--- config.mk ---
export PLATFORM = sky130hd
export DESIGN_NAME = ccu_top
export DESIGN_NICKNAME = d
export VERILOG_FILES = /design/src/rtl/ccu_pkg.sv /design/src/rtl/ccu_top.sv
export VERILOG_INCLUDE_DIRS = /design/src /design/src/rtl
export SDC_FILE = /design/constraint.sdc
export NUM_CORES = 1
export LEC_CHECK = 0
export BUFFER_PORTS_ARGS = -buffer_cell sky130_fd_sc_hd__buf_2
export CAP_MARGIN = 15
export CELL_PAD_IN_SITES_DETAIL_PLACEMENT = 1
export CELL_PAD_IN_SITES_GLOBAL_PLACEMENT = 2
export CORE_MARGIN = 10
export CORE_UTILIZATION = 25
export CTS_CLUSTER_DIAMETER = 60
export CTS_CLUSTER_SIZE = 30
export DETAILED_ROUTE_END_ITERATION = 8
export PLACE_DENSITY_LB_ADDON = 0.1
export SYNTH_ARGS = -nofsm -noshare
export SYNTH_HDL_FRONTEND = slang
export SYNTH_SLANG_ARGS = --single-unit
export TNS_END_PERCENT = 1
--- constraint.sdc ---
create_clock -name pclk -period 3.26 [get_ports pclk]
set_input_delay 0.652 -clock pclk [delete_from_list [all_inputs] [get_ports pclk]]
set_output_delay 0.652 -clock pclk [all_outputs]
set_load 0.03 [all_outputs]
--- src/rtl/ccu_cfg.svh ---
// Constants of the capture/compare unit pair and timebase B: offsets, fields, codes
//
// Behaviour
// - Timebase B wraps FFFFh to 0000h, sets overflow
// - Overflow request forwarded only while enable bit set
// - Trigger in mode 1011 clears the unit's selected timebase, A or B
// - Trigger clear never sets the overflow flag
// - Software timebase write beats a simultaneous trigger clear
// - Mode 0000 disables and resets; 0001/0011 reserved
// - Capture edge chosen by mode 0100 to 0111
// - Mode 0010 match toggles pin, sets event flag
// - Mode 1000 pin starts low, match forces high
// - Mode 1001 pin starts high, match forces low
// - Mode 1010 match sets flag, pin untouched
// - Mode 1011 match sets flag, pulses trigger
// - Modes 11xx PWM; bits 5-4 duty low bits
// - Value register is two separately accessible bytes
// - Capture/compare use timebase A or B per unit
// - Both PWM units update together on timebase C
// - Capture copies full selected timebase count
// - Event flag set by hardware, cleared only by software
// - New capture overwrites unread value, no overrun
// - Pin level changes from port writes still capture
// - Units identical except special trigger targets and timebase B select (unit two also takes B on bit 3)
// - Compare checks value against timebase every cycle
`ifndef CCU_CFG_SVH
`define CCU_CFG_SVH

// Register byte offsets
`define CCU_OFF_TBB_LO 8'h00
`define CCU_OFF_TBB_HI 8'h04
`define CCU_OFF_TBB_CTRL 8'h08
`define CCU_OFF_TBA_CTRL 8'h0c
`define CCU_OFF_FLAGS2 8'h10
`define CCU_OFF_ENABLES2 8'h14
`define CCU_OFF_PRIO2 8'h18
`define CCU_OFF_U1_CTRL 8'h1c
`define CCU_OFF_U1_LO 8'h20
`define CCU_OFF_U1_HI 8'h24
`define CCU_OFF_U2_CTRL 8'h28
`define CCU_OFF_U2_LO 8'h2c
`define CCU_OFF_U2_HI 8'h30
`define CCU_OFF_FLAGS1 8'h34
`define CCU_OFF_TBA_CNT 8'h38
`define CCU_OFF_GIC 8'h3c

// Timebase B control fields
`define CCU_TB_RUN 0
`define CCU_TBB_EXT 1
`define CCU_TBB_SEL1 3
`define CCU_TBB_PS_LO 4
`define CCU_TBB_PS_HI 5
`define CCU_TBB_SEL2 6

// Flag and enable bit positions
`define CCU_F2_UNIT2 0
`define CCU_F2_OVF 1
`define CCU_F1_UNIT1 2

// Unit control fields
`define CCU_UC_MODE_HI 3
`define CCU_UC_DC_LO 4
`define CCU_UC_DC_HI 5

// Mode codes
`define CCU_M_OFF 4'h0
`define CCU_M_TOGGLE 4'h2
`define CCU_M_CAP_FALL 4'h4
`define CCU_M_CAP_RISE 4'h5
`define CCU_M_CAP_4 4'h6
`define CCU_M_CAP_16 4'h7
`define CCU_M_CMP_HIGH 4'h8
`define CCU_M_CMP_LOW 4'h9
`define CCU_M_CMP_SOFT 4'ha
`define CCU_M_CMP_TRIG 4'hb
`define CCU_PWM_PFX 2'h3

// Counts and reset values
`define CCU_CAP4_LAST 4'h3
`define CCU_CAP16_LAST 4'hf
`define CCU_TB_MAX 16'hffff
`define CCU_TB_ZERO 16'h0000
`define CCU_CTRL_RST 8'h00
`define CCU_PRIO2_RST 5'h1f

`endif

--- src/rtl/ccu_pkg.sv ---
// Types shared by the capture/compare unit pair
package ccu_pkg;
  typedef logic [3:0] ccu_mode_t;
  typedef logic [15:0] ccu_count_t;
  typedef enum logic [2:0] {
    CCU_CLS_OFF,
    CCU_CLS_CAPTURE,
    CCU_CLS_COMPARE,
    CCU_CLS_PWM,
    CCU_CLS_RSVD
  } ccu_cls_e;
endpackage

--- src/rtl/ccu_top.sv ---
// Two capture/compare units, timebase A and timebase B behind an APB slave
//
// Chosen here: the placing of the registers and the APB slave port.
`timescale 1ns/10ps
`include "ccu_cfg.svh"

module ccu_unit (
  input wire logic pclk,
  input wire logic presetn,
  input wire ccu_pkg::ccu_mode_t mode,
  input wire ccu_pkg::ccu_count_t tb_count,
  input wire logic pin_in,
  input wire logic wr_lo,
  input wire logic wr_hi,
  input wire logic [7:0] wdata,
  output ccu_pkg::ccu_count_t value,
  output logic pin_out,
  output logic pin_oe_n,
  output logic event_pulse,
  output logic trig_pulse
);
  import ccu_pkg::*;

  ccu_cls_e cls;
  logic match;
  logic match_rise;
  logic entered;
  logic rise;
  logic fall;
  logic cap_evt;
  ccu_count_t value_ff, nxt_value;
  logic pin_q_ff, nxt_pin_q;
  logic latch_ff, nxt_latch;
  logic oe_n_ff, nxt_oe_n;
  ccu_mode_t mode_q_ff, nxt_mode_q;
  logic match_q_ff, nxt_match_q;
  logic [3:0] ps_ff, nxt_ps;
  logic evt_ff, nxt_evt;
  logic trig_ff, nxt_trig;

  assign value = value_ff;
  assign pin_out = latch_ff;
  assign pin_oe_n = oe_n_ff;
  assign event_pulse = evt_ff;
  assign trig_pulse = trig_ff;

  ////////////////////////////////////////////////////////////////////////////
  // Mode decode
  always_comb begin
    if (mode[`CCU_UC_MODE_HI -: 2] == `CCU_PWM_PFX) begin
      cls = CCU_CLS_PWM;
    end else begin
      case (mode)
        `CCU_M_OFF: cls = CCU_CLS_OFF;
        `CCU_M_CAP_FALL, `CCU_M_CAP_RISE, `CCU_M_CAP_4, `CCU_M_CAP_16: cls = CCU_CLS_CAPTURE;
        `CCU_M_TOGGLE, `CCU_M_CMP_HIGH, `CCU_M_CMP_LOW, `CCU_M_CMP_SOFT,
        `CCU_M_CMP_TRIG: cls = CCU_CLS_COMPARE;
        default: cls = CCU_CLS_RSVD;
      endcase
    end
  end

  ////////////////////////////////////////////////////////////////////////////
  // Event detection
  always_comb begin
    // Edge-based match so a long equality does not toggle every cycle
    match = (cls == CCU_CLS_COMPARE) && (tb_count == value_ff);
    match_rise = match && !match_q_ff;
    entered = (mode != mode_q_ff);
    // Pin level includes the unit's own drive, so port writes can capture
    rise = !pin_q_ff && pin_in;
    fall = pin_q_ff && !pin_in;
    case (mode)
      `CCU_M_CAP_FALL: cap_evt = fall;
      `CCU_M_CAP_RISE: cap_evt = rise;
      `CCU_M_CAP_4: cap_evt = rise && (ps_ff == `CCU_CAP4_LAST);
      `CCU_M_CAP_16: cap_evt = rise && (ps_ff == `CCU_CAP16_LAST);
      default: cap_evt = 1'b0;
    endcase
  end

  ////////////////////////////////////////////////////////////////////////////
  // Next state
  always_comb begin
    nxt_value = value_ff;
    if (wr_lo) begin
      nxt_value[7:0] = wdata;
    end
    if (wr_hi) begin
      nxt_value[15:8] = wdata;
    end
    if (cap_evt) begin
      nxt_value = tb_count;
    end
    nxt_ps = ps_ff;
    if ((cls != CCU_CLS_CAPTURE) || cap_evt) begin
      nxt_ps = 4'h0;
    end else if (rise && ((mode == `CCU_M_CAP_4) || (mode == `CCU_M_CAP_16))) begin
      nxt_ps = ps_ff + 4'h1;
    end
    nxt_latch = latch_ff;
    if (cls == CCU_CLS_OFF) begin
      nxt_latch = 1'b0;
    end else if (entered && (mode == `CCU_M_CMP_HIGH)) begin
      nxt_latch = 1'b0;
    end else if (entered && (mode == `CCU_M_CMP_LOW)) begin
      nxt_latch = 1'b1;
    end else if (match_rise) begin
      case (mode)
        `CCU_M_TOGGLE: nxt_latch = !latch_ff;
        `CCU_M_CMP_HIGH: nxt_latch = 1'b1;
        `CCU_M_CMP_LOW: nxt_latch = 1'b0;
        default: nxt_latch = latch_ff;
      endcase
    end
    nxt_oe_n = !((mode == `CCU_M_TOGGLE) || (mode == `CCU_M_CMP_HIGH) ||
                 (mode == `CCU_M_CMP_LOW));
    nxt_evt = cap_evt || match_rise;
    nxt_trig = match_rise && (mode == `CCU_M_CMP_TRIG);
    nxt_pin_q = pin_in;
    nxt_mode_q = mode;
    nxt_match_q = match;
  end

  always_ff @(posedge pclk or negedge presetn) begin
    if (!presetn) begin
      value_ff <= `CCU_TB_ZERO;
      pin_q_ff <= 1'b0;
      latch_ff <= 1'b0;
      oe_n_ff <= 1'b1;
      mode_q_ff <= `CCU_M_OFF;
      match_q_ff <= 1'b0;
      ps_ff <= 4'h0;
      evt_ff <= 1'b0;
      trig_ff <= 1'b0;
    end else begin
      value_ff <= nxt_value;
      pin_q_ff <= nxt_pin_q;
      latch_ff <= nxt_latch;
      oe_n_ff <= nxt_oe_n;
      mode_q_ff <= nxt_mode_q;
      match_q_ff <= nxt_match_q;
      ps_ff <= nxt_ps;
      evt_ff <= nxt_evt;
      trig_ff <= nxt_trig;
    end
  end
endmodule // ccu_unit

module ccu_top #(
  parameter int ADDR_W = 8
) (
  input wire logic pclk,
  input wire logic presetn,
  input wire logic psel,
  input wire logic penable,
  input wire logic pwrite,
  input wire logic [ADDR_W-1:0] paddr,
  input wire logic [31:0] pwdata,
  output logic [31:0] prdata,
  output logic pready,
  output logic pslverr,
  input wire logic tbb_ext_tick,
  input wire logic tbc_match,
  input wire logic unit1_pin_in,
  output logic unit1_pin_out,
  output logic unit1_pin_oe_n,
  input wire logic unit2_pin_in,
  output logic unit2_pin_out,
  output logic unit2_pin_oe_n,
  output logic tbb_ovf_req,
  output logic adc_start,
  output logic [9:0] pwm_duty1,
  output logic [9:0] pwm_duty2
);
  import ccu_pkg::*;

  logic acc;
  logic wr;
  logic w_tbb_lo, w_tbb_hi, w_tbb_ctrl, w_tba_ctrl, w_f2, w_e2, w_p2, w_f1, w_gic;
  logic w_uc1, w_u1_lo, w_u1_hi, w_uc2, w_u2_lo, w_u2_hi;
  logic [31:0] rd_data;
  logic rd_hit;
  logic u1_sel_b, u2_sel_b;
  logic clr_b, clr_a;
  logic [2:0] ps_limit;
  logic tbb_adv, tbb_tick, ovf_set;
  ccu_count_t u1_tb, u2_tb, u1_value, u2_value;
  logic u1_evt, u2_evt, u1_trig, u2_trig;
  logic [31:0] prdata_ff, nxt_prdata;
  logic pready_ff, nxt_pready;
  logic pslverr_ff, nxt_pslverr;
  ccu_count_t tbb_cnt_ff, nxt_tbb_cnt;
  logic [2:0] tbb_ps_ff, nxt_tbb_ps;
  logic [7:0] tbb_ctrl_ff, nxt_tbb_ctrl;
  ccu_count_t tba_cnt_ff, nxt_tba_cnt;
  logic [7:0] tba_ctrl_ff, nxt_tba_ctrl;
  logic [4:0] f2_ff, nxt_f2;
  logic [4:0] e2_ff, nxt_e2;
  logic [4:0] p2_ff, nxt_p2;
  logic [7:0] f1_ff, nxt_f1;
  logic [7:0] gic_ff, nxt_gic;
  logic [5:0] uc1_ff, nxt_uc1;
  logic [5:0] uc2_ff, nxt_uc2;
  logic req_ff, nxt_req;
  logic adc_ff, nxt_adc;
  logic [9:0] duty1_ff, nxt_duty1;
  logic [9:0] duty2_ff, nxt_duty2;

  assign prdata = prdata_ff;
  assign pready = pready_ff;
  assign pslverr = pslverr_ff;
  assign tbb_ovf_req = req_ff;
  assign adc_start = adc_ff;
  assign pwm_duty1 = duty1_ff;
  assign pwm_duty2 = duty2_ff;

  ////////////////////////////////////////////////////////////////////////////
  // APB slave: decode in setup, answer in the first access cycle
  always_comb begin
    acc = psel && penable && pready_ff;
    wr = acc && pwrite;
    w_tbb_lo = wr && (paddr == `CCU_OFF_TBB_LO);
    w_tbb_hi = wr && (paddr == `CCU_OFF_TBB_HI);
    w_tbb_ctrl = wr && (paddr == `CCU_OFF_TBB_CTRL);
    w_tba_ctrl = wr && (paddr == `CCU_OFF_TBA_CTRL);
    w_f2 = wr && (paddr == `CCU_OFF_FLAGS2);
    w_e2 = wr && (paddr == `CCU_OFF_ENABLES2);
    w_p2 = wr && (paddr == `CCU_OFF_PRIO2);
    w_uc1 = wr && (paddr == `CCU_OFF_U1_CTRL);
    w_u1_lo = wr && (paddr == `CCU_OFF_U1_LO);
    w_u1_hi = wr && (paddr == `CCU_OFF_U1_HI);
    w_uc2 = wr && (paddr == `CCU_OFF_U2_CTRL);
    w_u2_lo = wr && (paddr == `CCU_OFF_U2_LO);
    w_u2_hi = wr && (paddr == `CCU_OFF_U2_HI);
    w_f1 = wr && (paddr == `CCU_OFF_FLAGS1);
    w_gic = wr && (paddr == `CCU_OFF_GIC);
    rd_hit = 1'b1;
    case (paddr)
      `CCU_OFF_TBB_LO: rd_data = 32'(tbb_cnt_ff[7:0]);
      `CCU_OFF_TBB_HI: rd_data = 32'(tbb_cnt_ff[15:8]);
      `CCU_OFF_TBB_CTRL: rd_data = 32'(tbb_ctrl_ff);
      `CCU_OFF_TBA_CTRL: rd_data = 32'(tba_ctrl_ff);
      `CCU_OFF_FLAGS2: rd_data = 32'(f2_ff);
      `CCU_OFF_ENABLES2: rd_data = 32'(e2_ff);
      `CCU_OFF_PRIO2: rd_data = 32'(p2_ff);
      `CCU_OFF_U1_CTRL: rd_data = 32'(uc1_ff);
      `CCU_OFF_U1_LO: rd_data = 32'(u1_value[7:0]);
      `CCU_OFF_U1_HI: rd_data = 32'(u1_value[15:8]);
      `CCU_OFF_U2_CTRL: rd_data = 32'(uc2_ff);
      `CCU_OFF_U2_LO: rd_data = 32'(u2_value[7:0]);
      `CCU_OFF_U2_HI: rd_data = 32'(u2_value[15:8]);
      `CCU_OFF_FLAGS1: rd_data = 32'(f1_ff);
      `CCU_OFF_TBA_CNT: rd_data = 32'(tba_cnt_ff);
      `CCU_OFF_GIC: rd_data = 32'(gic_ff);
      default: begin
        rd_data = 32'h0000_0000;
        rd_hit = 1'b0;
      end
    endcase
    nxt_pready = psel && !penable;
    nxt_prdata = (psel && !penable && !pwrite) ? rd_data : prdata_ff;
    nxt_pslverr = psel && !penable && !rd_hit;
  end

  ////////////////////////////////////////////////////////////////////////////
  // Timebase selection and trigger targets
  always_comb begin
    // Unit two's trigger targets differ from unit one's: it also starts a conversion
    u1_sel_b = tbb_ctrl_ff[`CCU_TBB_SEL2];
    u2_sel_b = tbb_ctrl_ff[`CCU_TBB_SEL2] || tbb_ctrl_ff[`CCU_TBB_SEL1];
    u1_tb = u1_sel_b ? tbb_cnt_ff : tba_cnt_ff;
    u2_tb = u2_sel_b ? tbb_cnt_ff : tba_cnt_ff;
    clr_b = (u1_trig && u1_sel_b) || (u2_trig && u2_sel_b);
    clr_a = (u1_trig && !u1_sel_b) || (u2_trig && !u2_sel_b);
  end

  ////////////////////////////////////////////////////////////////////////////
  // Timebase B; external tick assumed already synchronous to pclk
  always_comb begin
    ps_limit = 3'((4'h1 << tbb_ctrl_ff[`CCU_TBB_PS_HI:`CCU_TBB_PS_LO]) - 4'h1);
    tbb_adv = tbb_ctrl_ff[`CCU_TB_RUN] &&
              (!tbb_ctrl_ff[`CCU_TBB_EXT] || tbb_ext_tick);
    tbb_tick = tbb_adv && (tbb_ps_ff == ps_limit);
    nxt_tbb_ps = tbb_ps_ff;
    if (w_tbb_lo || w_tbb_hi || w_tbb_ctrl) begin
      nxt_tbb_ps = 3'h0;
    end else if (tbb_adv) begin
      nxt_tbb_ps = tbb_tick ? 3'h0 : tbb_ps_ff + 3'h1;
    end
    nxt_tbb_cnt = tbb_cnt_ff;
    ovf_set = 1'b0;
    if (w_tbb_lo || w_tbb_hi) begin
      if (w_tbb_lo) begin
        nxt_tbb_cnt[7:0] = pwdata[7:0];
      end
      if (w_tbb_hi) begin
        nxt_tbb_cnt[15:8] = pwdata[7:0];
      end
    end else if (clr_b) begin
      nxt_tbb_cnt = `CCU_TB_ZERO;
    end else if (tbb_tick) begin
      nxt_tbb_cnt = tbb_cnt_ff + 16'h0001;
      ovf_set = (tbb_cnt_ff == `CCU_TB_MAX);
    end
    nxt_tbb_ctrl = w_tbb_ctrl ? pwdata[7:0] : tbb_ctrl_ff;
    nxt_tba_ctrl = w_tba_ctrl ? pwdata[7:0] : tba_ctrl_ff;
    nxt_tba_cnt = tba_cnt_ff;
    if (clr_a) begin
      nxt_tba_cnt = `CCU_TB_ZERO;
    end else if (tba_ctrl_ff[`CCU_TB_RUN]) begin
      nxt_tba_cnt = tba_cnt_ff + 16'h0001;
    end
  end

  ////////////////////////////////////////////////////////////////////////////
  // Flags: hardware set wins over a same-cycle software clear
  always_comb begin
    nxt_f2 = w_f2 ? pwdata[4:0] : f2_ff;
    nxt_f2[`CCU_F2_OVF] = nxt_f2[`CCU_F2_OVF] || ovf_set;
    nxt_f2[`CCU_F2_UNIT2] = nxt_f2[`CCU_F2_UNIT2] || u2_evt;
    nxt_f1 = w_f1 ? pwdata[7:0] : f1_ff;
    nxt_f1[`CCU_F1_UNIT1] = nxt_f1[`CCU_F1_UNIT1] || u1_evt;
    nxt_e2 = w_e2 ? pwdata[4:0] : e2_ff;
    nxt_p2 = w_p2 ? pwdata[4:0] : p2_ff;
    nxt_gic = w_gic ? pwdata[7:0] : gic_ff;
    nxt_uc1 = w_uc1 ? pwdata[5:0] : uc1_ff;
    nxt_uc2 = w_uc2 ? pwdata[5:0] : uc2_ff;
    nxt_req = f2_ff[`CCU_F2_OVF] && e2_ff[`CCU_F2_OVF];
    nxt_adc = u2_trig;
    nxt_duty1 = duty1_ff;
    nxt_duty2 = duty2_ff;
    // One shared update instant keeps both duty cycles in step
    if (tbc_match) begin
      if (uc1_ff[`CCU_UC_MODE_HI -: 2] == `CCU_PWM_PFX) begin
        nxt_duty1 = {u1_value[7:0], uc1_ff[`CCU_UC_DC_HI:`CCU_UC_DC_LO]};
      end
      if (uc2_ff[`CCU_UC_MODE_HI -: 2] == `CCU_PWM_PFX) begin
        nxt_duty2 = {u2_value[7:0], uc2_ff[`CCU_UC_DC_HI:`CCU_UC_DC_LO]};
      end
    end
  end

  always_ff @(posedge pclk or negedge presetn) begin
    if (!presetn) begin
      prdata_ff <= 32'h0000_0000;
      pready_ff <= 1'b0;
      pslverr_ff <= 1'b0;
      tbb_cnt_ff <= `CCU_TB_ZERO;
      tbb_ps_ff <= 3'h0;
      tbb_ctrl_ff <= `CCU_CTRL_RST;
      tba_cnt_ff <= `CCU_TB_ZERO;
      tba_ctrl_ff <= `CCU_CTRL_RST;
      f2_ff <= 5'h00;
      e2_ff <= 5'h00;
      p2_ff <= `CCU_PRIO2_RST;
      f1_ff <= `CCU_CTRL_RST;
      gic_ff <= `CCU_CTRL_RST;
      uc1_ff <= 6'h00;
      uc2_ff <= 6'h00;
      req_ff <= 1'b0;
      adc_ff <= 1'b0;
      duty1_ff <= 10'h000;
      duty2_ff <= 10'h000;
    end else begin
      prdata_ff <= nxt_prdata;
      pready_ff <= nxt_pready;
      pslverr_ff <= nxt_pslverr;
      tbb_cnt_ff <= nxt_tbb_cnt;
      tbb_ps_ff <= nxt_tbb_ps;
      tbb_ctrl_ff <= nxt_tbb_ctrl;
      tba_cnt_ff <= nxt_tba_cnt;
      tba_ctrl_ff <= nxt_tba_ctrl;
      f2_ff <= nxt_f2;
      e2_ff <= nxt_e2;
      p2_ff <= nxt_p2;
      f1_ff <= nxt_f1;
      gic_ff <= nxt_gic;
      uc1_ff <= nxt_uc1;
      uc2_ff <= nxt_uc2;
      req_ff <= nxt_req;
      adc_ff <= nxt_adc;
      duty1_ff <= nxt_duty1;
      duty2_ff <= nxt_duty2;
    end
  end

  ////////////////////////////////////////////////////////////////////////////
  // Units
  ccu_unit u_unit1 (
    .pclk(pclk),
    .presetn(presetn),
    .mode(uc1_ff[3:0]),
    .tb_count(u1_tb),
    .pin_in(unit1_pin_in),
    .wr_lo(w_u1_lo),
    .wr_hi(w_u1_hi),
    .wdata(pwdata[7:0]),
    .value(u1_value),
    .pin_out(unit1_pin_out),
    .pin_oe_n(unit1_pin_oe_n),
    .event_pulse(u1_evt),
    .trig_pulse(u1_trig)
  );

  ccu_unit u_unit2 (
    .pclk(pclk),
    .presetn(presetn),
    .mode(uc2_ff[3:0]),
    .tb_count(u2_tb),
    .pin_in(unit2_pin_in),
    .wr_lo(w_u2_lo),
    .wr_hi(w_u2_hi),
    .wdata(pwdata[7:0]),
    .value(u2_value),
    .pin_out(unit2_pin_out),
    .pin_oe_n(unit2_pin_oe_n),
    .event_pulse(u2_evt),
    .trig_pulse(u2_trig)
  );
endmodule // ccu_top

Word-level counts from Yosys, hierarchy flattened --
Memory sizes are Yosys's and may differ from the RTL's. Index checks and enable logic that the tools add are counted.
Word-level totals: register bits 210, bits in read-only memories 96, input port bits 49, output and inout port bits 60, logic and storage cells 249, memories 2
Memory list:
- (name not given) | depth 16, width 3, read ports 1, clocked after memory_dff 0, wr ports 0, RTL line ccu_top.sv:53 | case (mode)
- (name not given) | depth 16, width 3, read ports 1, clocked after memory_dff 0, wr ports 0, RTL line ccu_top.sv:53
Cells by class: add/subtract/negate cells 6, equality and inequality tests 49, shift-type cells 1, mux-type cells 43, reductions and logical operators 106
Operators by type and width (number):
- one-hot mux 16 bit (16 select lines) | 1
- two-way mux 16 bit | 9
- == test 8 x 6 -> 1 bit, second input constant | 8
- logical AND 1 bit | 48
- two-way mux 8 bit | 6
- adder 16 x 1 -> 16 bit, second input constant | 2
- == test 16 bit | 2
- == test 4 x 3 -> 1 bit, second input constant | 8
- == test 4 bit, second input constant | 8
- == test 8 x 5 -> 1 bit, second input constant | 4
- logical OR 1 bit | 19
- two-way mux 3 bit | 6
- == test 16 bit, second input constant | 1
- == test 4 x 2 -> 1 bit, second input constant | 4
- == test 8 x 4 -> 1 bit, second input constant | 2
- logical NOT 1 bit | 16
- two-way mux 4 bit | 4
- nonzero test 2 bit | 8
- OR reduction 16 bit | 1
- two-way mux 1 bit | 12
- AND reduction 2 bit | 6
- nonzero test 6 bit | 2
- adder 4 x 1 -> 4 bit, second input constant | 2
- == test 8 x 3 -> 1 bit, second input constant | 1
- other kinds (16) | 25

Depth between registers and ports, before layout --
depth in word-level cells 9, mapped depth 9, mapped depth without buffers 7

Modules after synthesis --
From an unflattened synthesis, not the netlist that was laid out.
Second synthesis, totals: cells, all modules 1005, area, all modules 10746.6 um2
By module, submodules not included:
- ccu_top | times used 1, cells each 701, area each 7578.5 um2, sequential area each 3359.5 um2
- ccu_unit at u_unit2 | times used 1, cells each 152, area each 1596.5 um2, sequential area each 752.0 um2
- ccu_unit at u_unit1 | times used 1, cells each 152, area each 1571.5 um2, sequential area each 752.0 um2

Least setup slack after synthesis --
OpenSTA, ideal clock, no wires.
kind in2reg, start input port paddr[7], end register tbb_cnt_ff[3], setup time 127 ps, arrival 2342 ps, data required time 3133 ps, slack 790 ps, stages 8, path buffers 3, path through clkbuf_1 or4_1 buf_2 o311a_4 a22o_1 buf_2 a21oi_1 o22ai_1
Between the ends: word-level cells in the longest chain between the ends 5, elaborated cells between the ends (all ways) 9, classes of those cells eq/ne: 2; mux: 1; reduce/logical: 6
Ends and longest elaborated chain:
- from (decl) | RTL line ccu_top.sv:158 | input wire logic [ADDR_W-1:0] paddr,
- == test 8 x 3 -> 1 bit / logical NOT 8 bit (equally long branches)
- logical AND 1 bit (on tied branches) | RTL line ccu_top.sv:224, ccu_top.sv:223
- logical OR 1 bit | RTL line ccu_top.sv:293 | if (w_tbb_lo || w_tbb_hi) begin
- inequality test 2 bit (no line) / nonzero test 3 bit (equally long branches)
- AND reduction 2 bit (no line)
- to (signal assigned) | RTL line ccu_top.sv:349 | tbb_cnt_ff <= `CCU_TB_ZERO;
- to (signal assigned) | RTL line ccu_top.sv:369 | tbb_cnt_ff <= nxt_tbb_cnt;
- to (decl) | RTL line ccu_top.sv:193 | ccu_count_t tbb_cnt_ff, nxt_tbb_cnt;
Several ways; a longest one is shown, not always the timed one. A chain may end at the register's enable or synchronous reset.

Final worst setup path --
start register tbb_ctrl_ff[4], end register tbb_cnt_ff[0]
Between the ends: word-level cells in the longest chain between the ends 6
Ends and longest elaborated chain:
- from (decl) | RTL line ccu_top.sv:195 | logic [7:0] tbb_ctrl_ff, nxt_tbb_ctrl;
- from (signal assigned) | RTL line ccu_top.sv:351 | tbb_ctrl_ff <= `CCU_CTRL_RST;
- from (signal assigned) | RTL line ccu_top.sv:371 | tbb_ctrl_ff <= nxt_tbb_ctrl;
- left shift 1 x 2 -> 3 bit | RTL line ccu_top.sv:281 | ps_limit = 3'((4'h1 << tbb_ctrl_ff[`CCU_TBB_PS_HI:`CCU_TBB_PS_LO]) - 4'h1);
- subtractor 3 x 1 -> 3 bit | RTL line ccu_top.sv:281
- == test 3 bit | RTL line ccu_top.sv:284 | tbb_tick = tbb_adv && (tbb_ps_ff == ps_limit);
- logical AND 1 bit | RTL line ccu_top.sv:284
- nonzero test 3 bit (no line)
- AND reduction 2 bit (no line)
No other way between the ends.

==> flow_metrics.tcl <==
set metrics [dict create \
    outcome "completed" \
    drtIter0Drc 529 \
    ir_worst_vdd_v 0.000231 \
    clk_pin_slew_ns 0.07 \
    antenna_cells 0 \
    io_buffers 68 \
    hold_viol 0 \
    whs_ns 0.166 \
    min_period_over_period 0.839 \
    synth_cells 1058 \
    worst_ep_required_time_ns 3.60 \
    maxCapViolations 0 \
    startpoint_type "flip-flop" \
    fin_crit_ns 2.73 \
    synth_edf_count 0 \
    power.total_mw 5.08 \
    fill_cells 4745 \
    ant_nets 0 \
    setup_tns_ns 0 \
    syn_area_per_cell_um2 10.1 \
    grt_pass1_wl_mm 66.8 \
    netlist_top_cells_area "dfrtp_1 44%, mux2i_1 8.4%, mux2_2 7.8%" \
    cts_made_buffers 17 \
    cts.repair.resized 0 \
    h-tree-depth 4 \
    post-route-drc-count 0 \
    die_w_um 227 \
    clockBufferDepth 2 \
    routabilityCongestion 0.831 \
    initial_core_util 0.254 \
    ys_types 75 \
    cts_num_sinks 194 \
    skew_ns 0.0112 \
    antenna_found_initial 3 \
    tightest_slew_ns 0.784 \
    hp-class "in2async" \
    slew_headroom 0.477 \
    max_clock_freq_ghz 0.366 \
    p_leak_nw 5.62 \
    grt_usage 0.180 \
    arrival_ns 3.08 \
    worstPathMaxFanout 15 \
    grt_overflow 0 \
    met1_usage 0.247 \
    viasPerCell 5.18 \
    path_class "reg2reg" \
    setup_viol 0 \
    synth_commonest_cells "187 x dfrtp_1, 90 x mux2i_1, 75 x nor2_1" \
    yosys_warnings 0 \
    wl_per_cell_um 26.8 \
    fp.dieArea_um2 51600 \
    synth_top_area_frac 0.436 \
    tritoncts "done" \
    hold_buffers 0 \
    yosysTopAreaCell "dfrtp_1" \
    drv_slew 0 \
    die-height_um 227 \
    use_met2 0.288 \
    rows 75 \
    crit_path_max_incr_delay_ns 0.63 \
    wl_mm 45.6 \
    rsz0062_at_grt "false" \
    coreArea_um2 42100 \
    fin_util 0.299 \
    ys_seq_area_frac 0.454 \
    vias 8809 \
    ys.flop_type "dfrtp_1" \
    area_growth_pct 17.7 \
    final_nets 1203 \
    first_pass_iters 5 \
    clock-root-buffer "clkbuf_16" \
    end_kind "flip-flop" \
    p_per_area_nw_per_um2 402 \
    worstPathCellList "or2_0 > a2111oi_0 > o21bai_1 > a22o_1 > mux2_1" \
    synth_most_common_cell "dfrtp_1" \
    grt_most_used_layer "met2" \
    drive_gt1_frac 0.238 \
    grt_max_degree 81 \
    cp_slowest_cell "a2111oi_0" \
    grt_pass1_vias 9229 \
    io-pin-count 109 \
    synth_area_um2 10700 \
    synthArstFlopShare 1.00 \
    use_met3 0.0286 \
    hpwl_mm 33.5 \
    clkLatencyLatePin_ns 0.47 \
    synth_seq_cells 194 \
    cts_setup_buffers 0 \
]
[critical path: cells and delay by family (launching register included)]
| family | cells | cell delay [ns] |
|---|---|---|
| AOI/OAI and AO/OA | 3 | 1.52 |
| DFF | 1 | 0.45 |
| muxes | 1 | 0.40 |
| and+or+nand+nor | 1 | 0.25 |
[report_power, final]
| part | total, mW | switching, mW | internal (mW) |
|---|---|---|---|
| Clock | 2.24 | 1.09 | 1.15 |
| Sequential | 2.47 | 0.0352 | 2.43 |
| Combinational | 0.365 | 0.273 | 0.0921 |
| Total | 5.08 | 1.40 | 3.68 |
[through the flow]
step	cells	cell area, µm²	setup slack [ns]
after floorplan	1073	10800	0.790
after global placement	1669	12000	0.325
after detailed placement	1669	12000	0.317
after CTS	1701	12600	0.513
after global routing	1701	12600	0.292
final	1701	12600	0.526
[state kept, by name, summed over array words and instances (netlist names), 10 cells and up]
register / cells
pwm_duty2: 10
tba_cnt_ff: 16
pwm_duty1: 10
u_unit2.value: 16
prdata: 16
u_unit1.value: 16
tbb_cnt_ff: 16
[metal layers]
| layer | part of all wire | wire (µm) |
|---|---|---|
| met5 | 0 | 0 |
| met4 | 0.014 | 653 |
| met3 | 0.037 | 1690 |
| met2 | 0.47 | 21200 |
| met1 | 0.48 | 22000 |
[area by class of cell]
class / count / area [µm²] / share of cell area
repair buffers: 144 / 946 / 0.0750
multi-input cells: 763 / 5430 / 0.430
inverters: 29 / 109 / 0.00863
well taps: 539 / 674 / 0.0535
clock inverters: 15 / 170 / 0.0135
flip-flops and latches: 194 / 4860 / 0.386
clock buffers: 17 / 425 / 0.0337
[worst paths after layout]
kind | slack [ns] | start | endpoint | cells past startpoint
setup / recovery | 0.53 | tbb_ctrl_ff[4]$_DFFE_PN0P_ | tbb_cnt_ff[0]$_DFFE_PN0P_ | 5
hold / removal | 0.17 | presetn | pwm_duty2[3]$_DFFE_PN0P_ | 1
setup reg to reg | 0.53 | tbb_ctrl_ff[4]$_DFFE_PN0P_ | tbb_cnt_ff[0]$_DFFE_PN0P_ | 5
hold reg to reg | 0.44 | u_unit1.event_pulse$_DFF_PN0_ | f1_ff[2]$_DFF_PN0_ | 1
max in group asynchronous | 2.30 | presetn | u_unit2.pin_oe_n$_DFF_PN1_ | 2
min in group pclk | 0.33 | unit1_pin_in | u_unit1.pin_q_ff$_DFF_PN0_ | 1
[layout by cell type, fill, tap and decap left out, drive strengths merged, types with 5 or more instances in the layout]
cell type and n:
clkbuf 17, dfstp 7, and3 7, o21ai 61, and2 5, a22oi 23, nand4 15, xnor2 33
nand2 60, or2 6, mux2i 90, a21oi 49, nor4 8, a31oi 9, dfrtp 187, ha 5
nand3 34, xor2 20, nor2b 13, a22o 14, inv 37, buf 144, nor3 29, mux2 80
o22ai 14, nand2b 10, nor2 78, conb 16, a222oi 6
[cells by family after synthesis]
group / count (synthesis) / synth area share
compound gates: 228 / 0.140
buf+inv: 116 / 0.0477
simple gates: 291 / 0.141
other cells: 1 / 0.000350
fa+ha+maj: 5 / 0.00583
mux: 170 / 0.168
xor+xnor: 53 / 0.0433
flops: 194 / 0.454
Note: power is estimated with default switching activity, not from simulation.
